==> config.mk <==
export PLATFORM = sky130hd
export DESIGN_NAME = encoder_emulation_follower_flat
export DESIGN_NICKNAME = d
export VERILOG_FILES = /design/src/logic/enc_emul_pkg.sv /design/src/logic/enc_link_if.sv /design/src/logic/encoder_emulation_follower.sv /design/src/flat_wrapper.sv
export SDC_FILE = /design/constraint.sdc
export NUM_CORES = 2
export LEC_CHECK = 0
export BUFFER_PORTS_ARGS = -buffer_cell sky130_fd_sc_hd__buf_2
export CAP_MARGIN = 0
export CORE_MARGIN = 4
export CORE_UTILIZATION = 30
export DETAILED_ROUTE_END_ITERATION = 8
export PLACE_DENSITY = 0.55
export SYNTH_ARGS = -nofsm -noshare
export SYNTH_HDL_FRONTEND = slang
export SYNTH_SLANG_ARGS = --single-unit
==> constraint.sdc <==
create_clock -name sys_clk -period 21.7 [get_ports sys_clk]
set_input_delay 4.34 -clock sys_clk [delete_from_list [all_inputs] [get_ports sys_clk]]
set_output_delay 4.34 -clock sys_clk [all_outputs]
set_load 0.005 [all_outputs]
==> src/logic/enc_emul_pkg.sv <==
`default_nettype none
package enc_emul_pkg;
  // ----------------------------------------------------------------
  // Clock and link timing
  // ----------------------------------------------------------------
  localparam int SYS_CLK_MHZ = 250;
  localparam int SSI_TOUT_SHORT_NS = 1300;
  localparam int SSI_TOUT_LONG_NS = 10000;
  localparam logic [11:0] SSI_TOUT_SHORT_CYC =
    12'((SSI_TOUT_SHORT_NS * SYS_CLK_MHZ + 999) / 1000);
  localparam logic [11:0] SSI_TOUT_LONG_CYC =
    12'((SSI_TOUT_LONG_NS * SYS_CLK_MHZ + 999) / 1000);
  localparam int SSI_PERIOD_NS = 600;
  localparam logic [11:0] SSI_HALF_CYC = 12'((SSI_PERIOD_NS * SYS_CLK_MHZ / 1000) / 2);
  localparam int FOLLOW_MAX_KHZ = 1500;
  localparam logic [11:0] FOLLOW_HALF_CYC =
    12'((SYS_CLK_MHZ * 1000 + 2 * FOLLOW_MAX_KHZ - 1) / (2 * FOLLOW_MAX_KHZ));

  // ----------------------------------------------------------------
  // Emulation limits and modes
  // ----------------------------------------------------------------
  localparam logic [19:0] LINES_MIN = 20'h00010;
  localparam logic [19:0] LINES_RES_MAX = 20'h00400;
  localparam logic [19:0] LINES_SINE_MAX = 20'h01000;
  localparam logic [4:0] REV_BITS_MIN = 5'h0c;
  localparam logic [4:0] REV_BITS_MAX = 5'h10;
  localparam logic [4:0] ANGLE_BITS = 5'h10;
  localparam logic [2:0] INTERP_SHIFT_MIN = 3'h2;
  localparam logic [2:0] INTERP_SHIFT_MAX = 3'h7;
  typedef enum logic [2:0] {
    MODE_QUAD_ABS, MODE_QUAD_INTERP, MODE_SERIAL, MODE_FOLLOW_QUAD, MODE_FOLLOW_STEP
  } mode_t;

  // ----------------------------------------------------------------
  // Synchroniser bit positions and reset values
  // ----------------------------------------------------------------
  localparam int SI_SCLK = 0;
  localparam int SI_FA = 1;
  localparam int SI_FB = 2;
  localparam int SI_EA = 3;
  localparam int SI_EB = 4;
  localparam int SI_EZ = 5;
  localparam int HI_QA = 0;
  localparam int HI_QB = 1;
  localparam int HI_IDX = 2;
  localparam int HI_SD = 3;
  localparam logic DEV_SDATA_RST = 1'h1;
  localparam logic DEV_AEN_RST = 1'h1;
  localparam logic HOST_SCLK_RST = 1'h1;
  localparam logic [5:0] HOST_FRAME_BITS_RST = 6'h1c;

  // ----------------------------------------------------------------
  // Host register map
  // ----------------------------------------------------------------
  localparam logic [4:0] REG_CTRL = 5'h00;
  localparam logic [4:0] REG_FOLLOW = 5'h04;
  localparam logic [4:0] REG_DATA = 5'h08;
  localparam logic [4:0] REG_STATUS = 5'h0c;
  localparam logic [4:0] REG_QCOUNT = 5'h10;
  localparam int CTRL_START_BIT = 0;
  localparam int CTRL_GRAY_BIT = 1;
  localparam int CTRL_LONG_BIT = 2;
  localparam int CTRL_STEP_BIT = 3;
  localparam int CTRL_BITS_LSB = 8;
  localparam int FOLLOW_GO_BIT = 0;
  localparam int FOLLOW_DIR_BIT = 1;
endpackage
`default_nettype wire

==> src/logic/enc_link_if.sv <==
`timescale 1ns/100ps
`default_nettype none
interface enc_link_if;
  logic quad_a;
  logic quad_b;
  logic index_pulse;
  logic ssi_clk;
  logic ssi_data;
  logic follow_a;
  logic follow_b;
  modport device(output quad_a, output quad_b, output index_pulse, output ssi_data,
    input ssi_clk, input follow_a, input follow_b);
  modport host(input quad_a, input quad_b, input index_pulse, input ssi_data,
    output ssi_clk, output follow_a, output follow_b);
endinterface
`default_nettype wire

==> src/logic/encoder_emulation_follower.sv <==
// Contract
// - Quadrature pulses derived from absolute shaft position.
// - Channels A and B ninety degrees apart, index.
// - Line count settable within feedback dependent range.
// - Index once per turn at A=B=1, offset.
// - Interpolation multiplies encoder edges, passes index through.
// - Count up for clockwise shaft by default.
// - Serial frame carries at most 32 bits.
// - Revolutions 12 to 16 bits, then 16 angle.
// - Serial word Gray or binary, binary default.
// - Serial timeout 1.3 or 10 microseconds.
// - Follow master quadrature, scaled per turn, analog off.
// - One master output may feed sixteen followers.
// - Master differential pulse rate at most 1.5 MHz.
// - 24 V master rate at most 100 kHz.
// - Sine master signal at most 350 kHz.
// - Step/direction follow, scaled per turn, analog off.
//
// Chosen here: the placing of the registers and strobed register access.
`timescale 1ns/100ps
`default_nettype none
module encoder_emulation_follower
  import enc_emul_pkg::*;
#(
  parameter int TURN_W = 20
) (
  input wire logic sys_clk,
  input wire logic rst,
  enc_link_if.device link,
  input wire logic [31:0] shaft_pos,
  input wire logic feedback_is_resolver,
  input wire mode_t emulation_mode_select,
  input wire logic [19:0] line_count,
  input wire logic [19:0] index_angle_offset,
  input wire logic [2:0] interp_shift,
  input wire logic count_reverse,
  input wire logic [4:0] revolution_bit_count,
  input wire logic gray_select,
  input wire logic serial_timeout_select,
  input wire logic enc_a,
  input wire logic enc_b,
  input wire logic enc_z,
  input wire logic [TURN_W-1:0] pulses_per_turn,
  output logic [TURN_W-1:0] follow_pulse_in_turn,
  output logic [15:0] follow_revolutions,
  output logic analog_setpoint_enable
);

  // ----------------------------------------------------------------
  // State
  // ----------------------------------------------------------------
  typedef struct packed {
    logic [5:0] s1;
    logic [5:0] s2;
    logic [5:0] pv;
    logic [21:0] edge_cnt;
    logic [1:0] phase;
    logic [15:0] pend;
    logic qa;
    logic qb;
    logic qidx;
    logic busy;
    logic [31:0] shreg;
    logic [11:0] tout;
    logic sdata;
    logic [TURN_W-1:0] fpos;
    logic [15:0] frev;
    logic aen;
  } dev_st_t;

  dev_st_t s_q;
  dev_st_t s_d;
  logic [31:0] pos;
  logic [19:0] lines;
  logic [21:0] four_l;
  logic [37:0] prod;
  logic [21:0] target;
  logic [21:0] diff;
  logic up;
  logic dn;
  logic [1:0] qin;
  logic [1:0] fin;
  logic [2:0] sh;
  logic [4:0] nrev;
  logic [31:0] frame;
  logic [TURN_W-1:0] ppt;
  logic sclk;
  logic fall;
  logic rise;
  logic [11:0] tlim;

  // ----------------------------------------------------------------
  // Helpers
  // ----------------------------------------------------------------
  // Returns {moved, up}; a change of both bits at once is dropped.
  function automatic logic [1:0] quad_step(input logic [1:0] p, input logic [1:0] c);
    logic [1:0] x;
    x = p ^ c;
    quad_step = {(x == 2'h1) || (x == 2'h2), c[1] ^ p[0]};
  endfunction

  // Raises the line count to the minimum, caps a resolver count, and rounds a sine count above the limit down to a power of two.
  function automatic logic [19:0] clamp_lines(input logic [19:0] n, input logic res);
    logic [19:0] r;
    logic [19:0] p;
    r = (n < LINES_MIN) ? LINES_MIN : n;
    p = 20'h0;
    if (res && (r > LINES_RES_MAX)) begin
      r = LINES_RES_MAX;
    end else if (!res && (r > LINES_SINE_MAX)) begin
      for (int i = 0; i < 20; i++) begin
        if (r[i]) begin
          p = 20'h1 << i;
        end
      end
      r = p;
    end
    clamp_lines = r;
  endfunction

  // ----------------------------------------------------------------
  // Next state
  // ----------------------------------------------------------------
  // One process computes every next value so the state stays coherent.
  always_comb begin
    s_d = s_q;
    s_d.s1 = {enc_z, enc_b, enc_a, link.follow_b, link.follow_a, link.ssi_clk};
    s_d.s2 = s_q.s1;
    s_d.pv = s_q.s2;
    pos = count_reverse ? 32'(32'h0 - shaft_pos) : shaft_pos;
    lines = clamp_lines(line_count, feedback_is_resolver);
    four_l = {lines, 2'h0};
    prod = pos[15:0] * four_l;
    target = prod[37:16];
    diff = (target >= s_q.edge_cnt) ? (target - s_q.edge_cnt)
                                    : (target + four_l - s_q.edge_cnt);
    up = 1'h0;
    dn = 1'h0;
    qin = quad_step({s_q.pv[SI_EA], s_q.pv[SI_EB]}, {s_q.s2[SI_EA], s_q.s2[SI_EB]});
    sh = (interp_shift < INTERP_SHIFT_MIN) ? INTERP_SHIFT_MIN :
         (interp_shift > INTERP_SHIFT_MAX) ? INTERP_SHIFT_MAX : interp_shift;
    ppt = (pulses_per_turn == '0) ? TURN_W'(1) : pulses_per_turn;
    if (emulation_mode_select == MODE_FOLLOW_QUAD) begin
      fin = quad_step({s_q.pv[SI_FA], s_q.pv[SI_FB]}, {s_q.s2[SI_FA], s_q.s2[SI_FB]});
    end else begin
      fin = {~s_q.pv[SI_FA] & s_q.s2[SI_FA], s_q.s2[SI_FB]};
    end
    s_d.aen = 1'h1;

    // The emulated edge walks at most one step a clock toward the target,
    // so A and B never skip a state even when the shaft jumps.
    unique case (emulation_mode_select)
      MODE_QUAD_ABS: begin
        up = (diff != 22'h0) && (diff < {1'h0, lines, 1'h0});
        dn = (diff != 22'h0) && !up;
        if (up) begin
          s_d.edge_cnt = (s_q.edge_cnt + 22'h1 == four_l) ? 22'h0 : s_q.edge_cnt + 22'h1;
        end
        if (dn) begin
          s_d.edge_cnt = (s_q.edge_cnt == 22'h0) ? four_l - 22'h1 : s_q.edge_cnt - 22'h1;
        end
        s_d.phase = s_d.edge_cnt[1:0];
        s_d.qidx = (s_d.edge_cnt == {index_angle_offset, 2'h2});
      end
      MODE_QUAD_INTERP: begin
        if (s_q.pend != 16'h0) begin
          s_d.phase = s_q.pend[15] ? s_q.phase - 2'h1 : s_q.phase + 2'h1;
          s_d.pend = s_q.pend[15] ? s_q.pend + 16'h1 : s_q.pend - 16'h1;
        end
        if (qin[1]) begin
          s_d.pend = (qin[0] ^ count_reverse) ? s_d.pend + (16'h1 << sh)
                                              : s_d.pend - (16'h1 << sh);
        end
        s_d.qidx = s_q.s2[SI_EZ];
      end
      MODE_SERIAL: begin
      end
      MODE_FOLLOW_QUAD, MODE_FOLLOW_STEP: begin
        s_d.aen = 1'h0;
        if (fin[1] && fin[0]) begin
          if (s_q.fpos + TURN_W'(1) >= ppt) begin
            s_d.fpos = '0;
            s_d.frev = s_q.frev + 16'h1;
          end else begin
            s_d.fpos = s_q.fpos + TURN_W'(1);
          end
        end else if (fin[1]) begin
          if (s_q.fpos == '0) begin
            s_d.fpos = ppt - TURN_W'(1);
            s_d.frev = s_q.frev - 16'h1;
          end else begin
            s_d.fpos = s_q.fpos - TURN_W'(1);
          end
        end
      end
      default: begin
      end
    endcase
    s_d.qa = s_d.phase[0] ^ s_d.phase[1];
    s_d.qb = s_d.phase[1];

    // Serial frame: revolutions on top, angle below, zeros after the end.
    nrev = (revolution_bit_count < REV_BITS_MIN) ? REV_BITS_MIN :
           (revolution_bit_count > REV_BITS_MAX) ? REV_BITS_MAX : revolution_bit_count;
    frame = pos << (ANGLE_BITS - nrev);
    if (gray_select) begin
      frame = (frame ^ (frame >> 1)) & (32'hffffffff << (ANGLE_BITS - nrev));
    end
    sclk = s_q.s2[SI_SCLK];
    fall = s_q.pv[SI_SCLK] & ~sclk;
    rise = ~s_q.pv[SI_SCLK] & sclk;
    tlim = serial_timeout_select ? SSI_TOUT_LONG_CYC : SSI_TOUT_SHORT_CYC;

    // The timeout restarts on every clock edge, so a slow reader only
    // has to keep each half period below it.
    if (!s_q.busy) begin
      s_d.sdata = 1'h1;
      if (fall && (emulation_mode_select == MODE_SERIAL)) begin
        s_d.busy = 1'h1;
        s_d.shreg = frame;
        s_d.sdata = 1'h0;
        s_d.tout = tlim;
      end
    end else begin
      if (fall || rise) begin
        s_d.tout = tlim;
      end else if (s_q.tout != 12'h0) begin
        s_d.tout = s_q.tout - 12'h1;
      end
      if (rise) begin
        s_d.sdata = s_q.shreg[31];
        s_d.shreg = {s_q.shreg[30:0], 1'h0};
      end
      if ((s_q.tout == 12'h0) && sclk) begin
        s_d.busy = 1'h0;
        s_d.sdata = 1'h1;
      end
    end
  end

  // ----------------------------------------------------------------
  // Registers
  // ----------------------------------------------------------------
  // Plain synchronous reset; idle serial line and analog path come up high.
  always_ff @(posedge sys_clk) begin
    if (rst) begin
      s_q <= '{sdata: DEV_SDATA_RST, aen: DEV_AEN_RST, default: '0};
    end else begin
      s_q <= s_d;
    end
  end

  // Outputs are plain flop copies; followers on one master only listen.
  assign link.quad_a = s_q.qa;
  assign link.quad_b = s_q.qb;
  assign link.index_pulse = s_q.qidx;
  assign link.ssi_data = s_q.sdata;
  assign follow_pulse_in_turn = s_q.fpos;
  assign follow_revolutions = s_q.frev;
  assign analog_setpoint_enable = s_q.aen;

endmodule
`default_nettype wire

==> src/flat_wrapper.sv <==
// flat-port wrapper written by rule: the top's interface ports become plain ports
module encoder_emulation_follower_flat import enc_emul_pkg::*;
#(
  parameter int TURN_W = 20
)
  (sys_clk, rst, shaft_pos, feedback_is_resolver, emulation_mode_select, line_count, index_angle_offset, interp_shift, count_reverse, revolution_bit_count, gray_select, serial_timeout_select, enc_a, enc_b, enc_z, pulses_per_turn, follow_pulse_in_turn, follow_revolutions, analog_setpoint_enable, link_quad_a, link_quad_b, link_index_pulse, link_ssi_data, link_ssi_clk, link_follow_a, link_follow_b);
  enc_link_if link_i ();
  input wire logic sys_clk;
  input wire logic rst;
  input wire logic [31:0] shaft_pos;
  input wire logic feedback_is_resolver;
  input wire mode_t emulation_mode_select;
  input wire logic [19:0] line_count;
  input wire logic [19:0] index_angle_offset;
  input wire logic [2:0] interp_shift;
  input wire logic count_reverse;
  input wire logic [4:0] revolution_bit_count;
  input wire logic gray_select;
  input wire logic serial_timeout_select;
  input wire logic enc_a;
  input wire logic enc_b;
  input wire logic enc_z;
  input wire logic [TURN_W-1:0] pulses_per_turn;
  output logic [TURN_W-1:0] follow_pulse_in_turn;
  output logic [15:0] follow_revolutions;
  output logic analog_setpoint_enable;
  output wire logic [$bits(link_i.quad_a)-1:0] link_quad_a;
  output wire logic [$bits(link_i.quad_b)-1:0] link_quad_b;
  output wire logic [$bits(link_i.index_pulse)-1:0] link_index_pulse;
  output wire logic [$bits(link_i.ssi_data)-1:0] link_ssi_data;
  input wire logic [$bits(link_i.ssi_clk)-1:0] link_ssi_clk;
  input wire logic [$bits(link_i.follow_a)-1:0] link_follow_a;
  input wire logic [$bits(link_i.follow_b)-1:0] link_follow_b;
  assign link_quad_a = link_i.quad_a;
  assign link_quad_b = link_i.quad_b;
  assign link_index_pulse = link_i.index_pulse;
  assign link_ssi_data = link_i.ssi_data;
  assign link_i.ssi_clk = link_ssi_clk;
  assign link_i.follow_a = link_follow_a;
  assign link_i.follow_b = link_follow_b;
  encoder_emulation_follower #(.TURN_W(TURN_W)) u_core (.sys_clk(sys_clk), .rst(rst), .link(link_i), .shaft_pos(shaft_pos), .feedback_is_resolver(feedback_is_resolver), .emulation_mode_select(emulation_mode_select), .line_count(line_count), .index_angle_offset(index_angle_offset), .interp_shift(interp_shift), .count_reverse(count_reverse), .revolution_bit_count(revolution_bit_count), .gray_select(gray_select), .serial_timeout_select(serial_timeout_select), .enc_a(enc_a), .enc_b(enc_b), .enc_z(enc_z), .pulses_per_turn(pulses_per_turn), .follow_pulse_in_turn(follow_pulse_in_turn), .follow_revolutions(follow_revolutions), .analog_setpoint_enable(analog_setpoint_enable));
endmodule
==> impl_metrics.yaml <==
status:
  outcome: "finished, final reports clean"
synth:
  synthTopCellsByCount: "460 x nand2_1, 430 x inv_1, 348 x nor2_1"
  synth_cells: 3741
  synth_top_cell_by_area: "fa_1"
  yosysMostFrequentCell: "nand2_1"
  synth_edf_count: 0
  yosysSeqAreaShare_pct: 10.1
  synth_fa_ha_area_share_pct: 30.4
  synth-xor-area-share_pct: 8.20
  ys_types: 96
  synth-seq-cells: 142
  synth_mux_area_share_pct: 2.85
  synth_compound_area_share_pct: 17.5
  synth.top_cell.area_share_pct: 19.3
  synthArstFlopShare_pct: 0
  ys_top_cells_by_area: "fa_1 19%, ha_1 11%, dfxtp_1 10%"
  synth_warnings: 0
  syn_area_per_cell_um2: 7.56
  synthesis.area_mm2: 0.0283
  synth_top_family_by_area: "adder cells"
  ys.flop_type: "dfxtp_1"
  synth-simple-area-share_pct: 21.6
sta:
  finalMaxSlewViolations: 0
  final.setup.tns_ps: 0
  layout_setup_ws_ps: 1900
  hold_viol_final: 0
  fin_skew_ps: 20.0
  worstMarginPinSlew_ps: 1230
  min_period_ps: 19800
  fmaxAchievable_mhz: 50.5
  setup_viol: 0
  slew_headroom_pct: 17.2
  fin_crit_sh_pct: 91.2
  rsz0062_at_grt: "no"
worst_setup_path:
  cp.required_ps: 22050
  crit_path_max_incr_delay_ps: 760
  reg2reg_depth: 23
  criticalPathCategory: "primary input to flop"
  end_kind: "flop"
  worstPathMaxFanout: 24
  cp_num_cells: 50
  arrival_ps: 20150
  crit_buf_inv: 6
  cp_slowest_cell: "nor4_2"
  cp_top_family: "compound AO/OA/AOI/OAI gates"
  cp-start-kind: "primary input"
  cpMostUsedCell: "fa_1"
global_routing:
  grt_pass1_wl_mm: 150
  antenna_found_initial: 6
  grtUsageMet3_pct: 1.94
  grt_overflow: 0
  grt_use_met1_pct: 26.7
  gr-usage-all-layers_pct: 18.9
  grt_max_degree: 97
  met2_usage_pct: 31.6
  grt_pass1_vias: 25900
  grt-busiest-layer: "met2"
cts:
  cts_tree: "done"
  cts-root-buf: "clkbuf_16"
  htreeDepth: 4
  clock_path_buffers: 2
  hold_buffers: 0
  clk_latency_ps: 450
  cts_sinks: 142
  cts-buffers-inserted: 17
  postCtsSetupBuffers: 0
  post_cts.resized_instances: 0
  cts.clk_slew.worst_paths_ps: 70
detailed_routing:
  ant_nets: 0
  dr.pass1.iters: 6
  wirelength_mm: 94.9
  vias: 26300
  vias_per_cell: 5.23
  wl_per_cell_um: 18.9
  drc_errors: 0
  drt_iter0_markers: 2007
cells_and_area:
  design_area_mm2: 0.0308
  multi_input_area_mm2: 0.0229
  regArea_mm2: 0.00284
  layout.nets: 4386
  n_fill_cell: 10200
  final_util_pct: 33.0
  drive_gt1_share_pct: 8.37
  final_cells: 5020
  syn_to_final_growth_pct: 8.84
placement:
  place_inst: 4984
  dp_slack_ps: 1740
  place_area_mm2: 0.0302
  place_hpwl_mm: 75.9
  port-buffer-count: 155
  gp_congestion: 0.949
hold_path:
  whs_path_depth: 1
  hold_path.class: "flop to flop"
floorplanning:
  die_h_um: 315
  io_pins: 156
  core_mm2: 0.0933
  start_util_pct: 30.3
  die_w_um: 315
  row_count: 112
  dieArea_mm2: 0.0992
pwr:
  ir_drop_v: 0.000115
  powerDensity_mw_per_mm2: 103
  p_leak_nw: 13.8
flow_run:
  maxCapViolCount: 0
[registers in the layout (all words and copies together) (netlist names)]
| signal | cells |
|---|---|
| u_core.analog_setpoint_enable | 1 |
| u_core.follow_pulse_in_turn | 20 |
| u_core.follow_revolutions | 16 |
| u_core.link.index_pulse | 1 |
| u_core.link.quad_a | 1 |
| u_core.link.quad_b | 1 |
| u_core.link.ssi_data | 1 |
| u_core.s_d | 12 |
| u_core.s_q | 89 |
[layer usage]
metal / vias up / share of wire (%)
met2: 700 / 47
met3: 87 / 5.3
met5: - / 0.027
met1: 12800 / 47
met4: 4 / 1.6
li1: 12600 / -
[stage by stage]
step	total power [W]	hold slack (ps)
after floorplan	0.00216	414
after global placement	0.00279	420
after detailed placement	0.00279	429
after CTS	0.00312	446
after global routing	0.00342	471
final	0.00316	446
[worst paths after layout]
check | to | slack, ps | start
setup / recovery | u_core.link.index_pulse | 1900 | line_count[12]
hold reg to reg | u_core.s_d[129] | 450 | u_core.s_d[135]
setup reg to reg | u_core.link.index_pulse | 14010 | u_core.s_q[106]
hold / removal | u_core.s_d[129] | 450 | u_core.s_d[135]
[layout by cell type (no fill, tap or decap), drive strengths merged, types with 32 or more instances in the layout]
cell,instances
xor2,86
nor3,85
a21o,44
buf,210
nand3,77
mux2i,68
nand4,36
xnor2,176
inv,445
dfxtp,142
nand2,460
o21ai,171
nor2,348
nor2b,41
a21oi,225
and3,46
fa,273
a211oi,43
ha,249
nor4,44
nand2b,32
[report_power, final]
part           leakage (nW)  internal [W]  total, W  switching [W]
Combinational          12.4      0.000964   0.00254        0.00157
Sequential             1.15      0.000280  0.000318      0.0000383
Clock                 0.290      0.000156  0.000304       0.000148
[logic make-up (layout without fill, tap and decap cells)]
family                     Yosys count  after routing
and+or+nand+nor                   1304           1304
AOI/OAI and AO/OA                  767            767
buffers and inverters              663            683
adders and majority gates          522            522
xor gates and xnor gates           263            263
DFF                                142            142
muxes                               78             78
other                                2              7
[area by class of cell]
class / count / share of cell area [%]
diodes: 4 / 0.0325
clock buffers: 17 / 1.38
clock inverters: 15 / 0.537
inverters: 441 / 5.38
multi-input cells: 2937 / 74.5
flip-flops and latches: 142 / 9.24
well taps: 1254 / 5.10
repair buffers: 210 / 3.87
(Power assumes the default switching activity.)
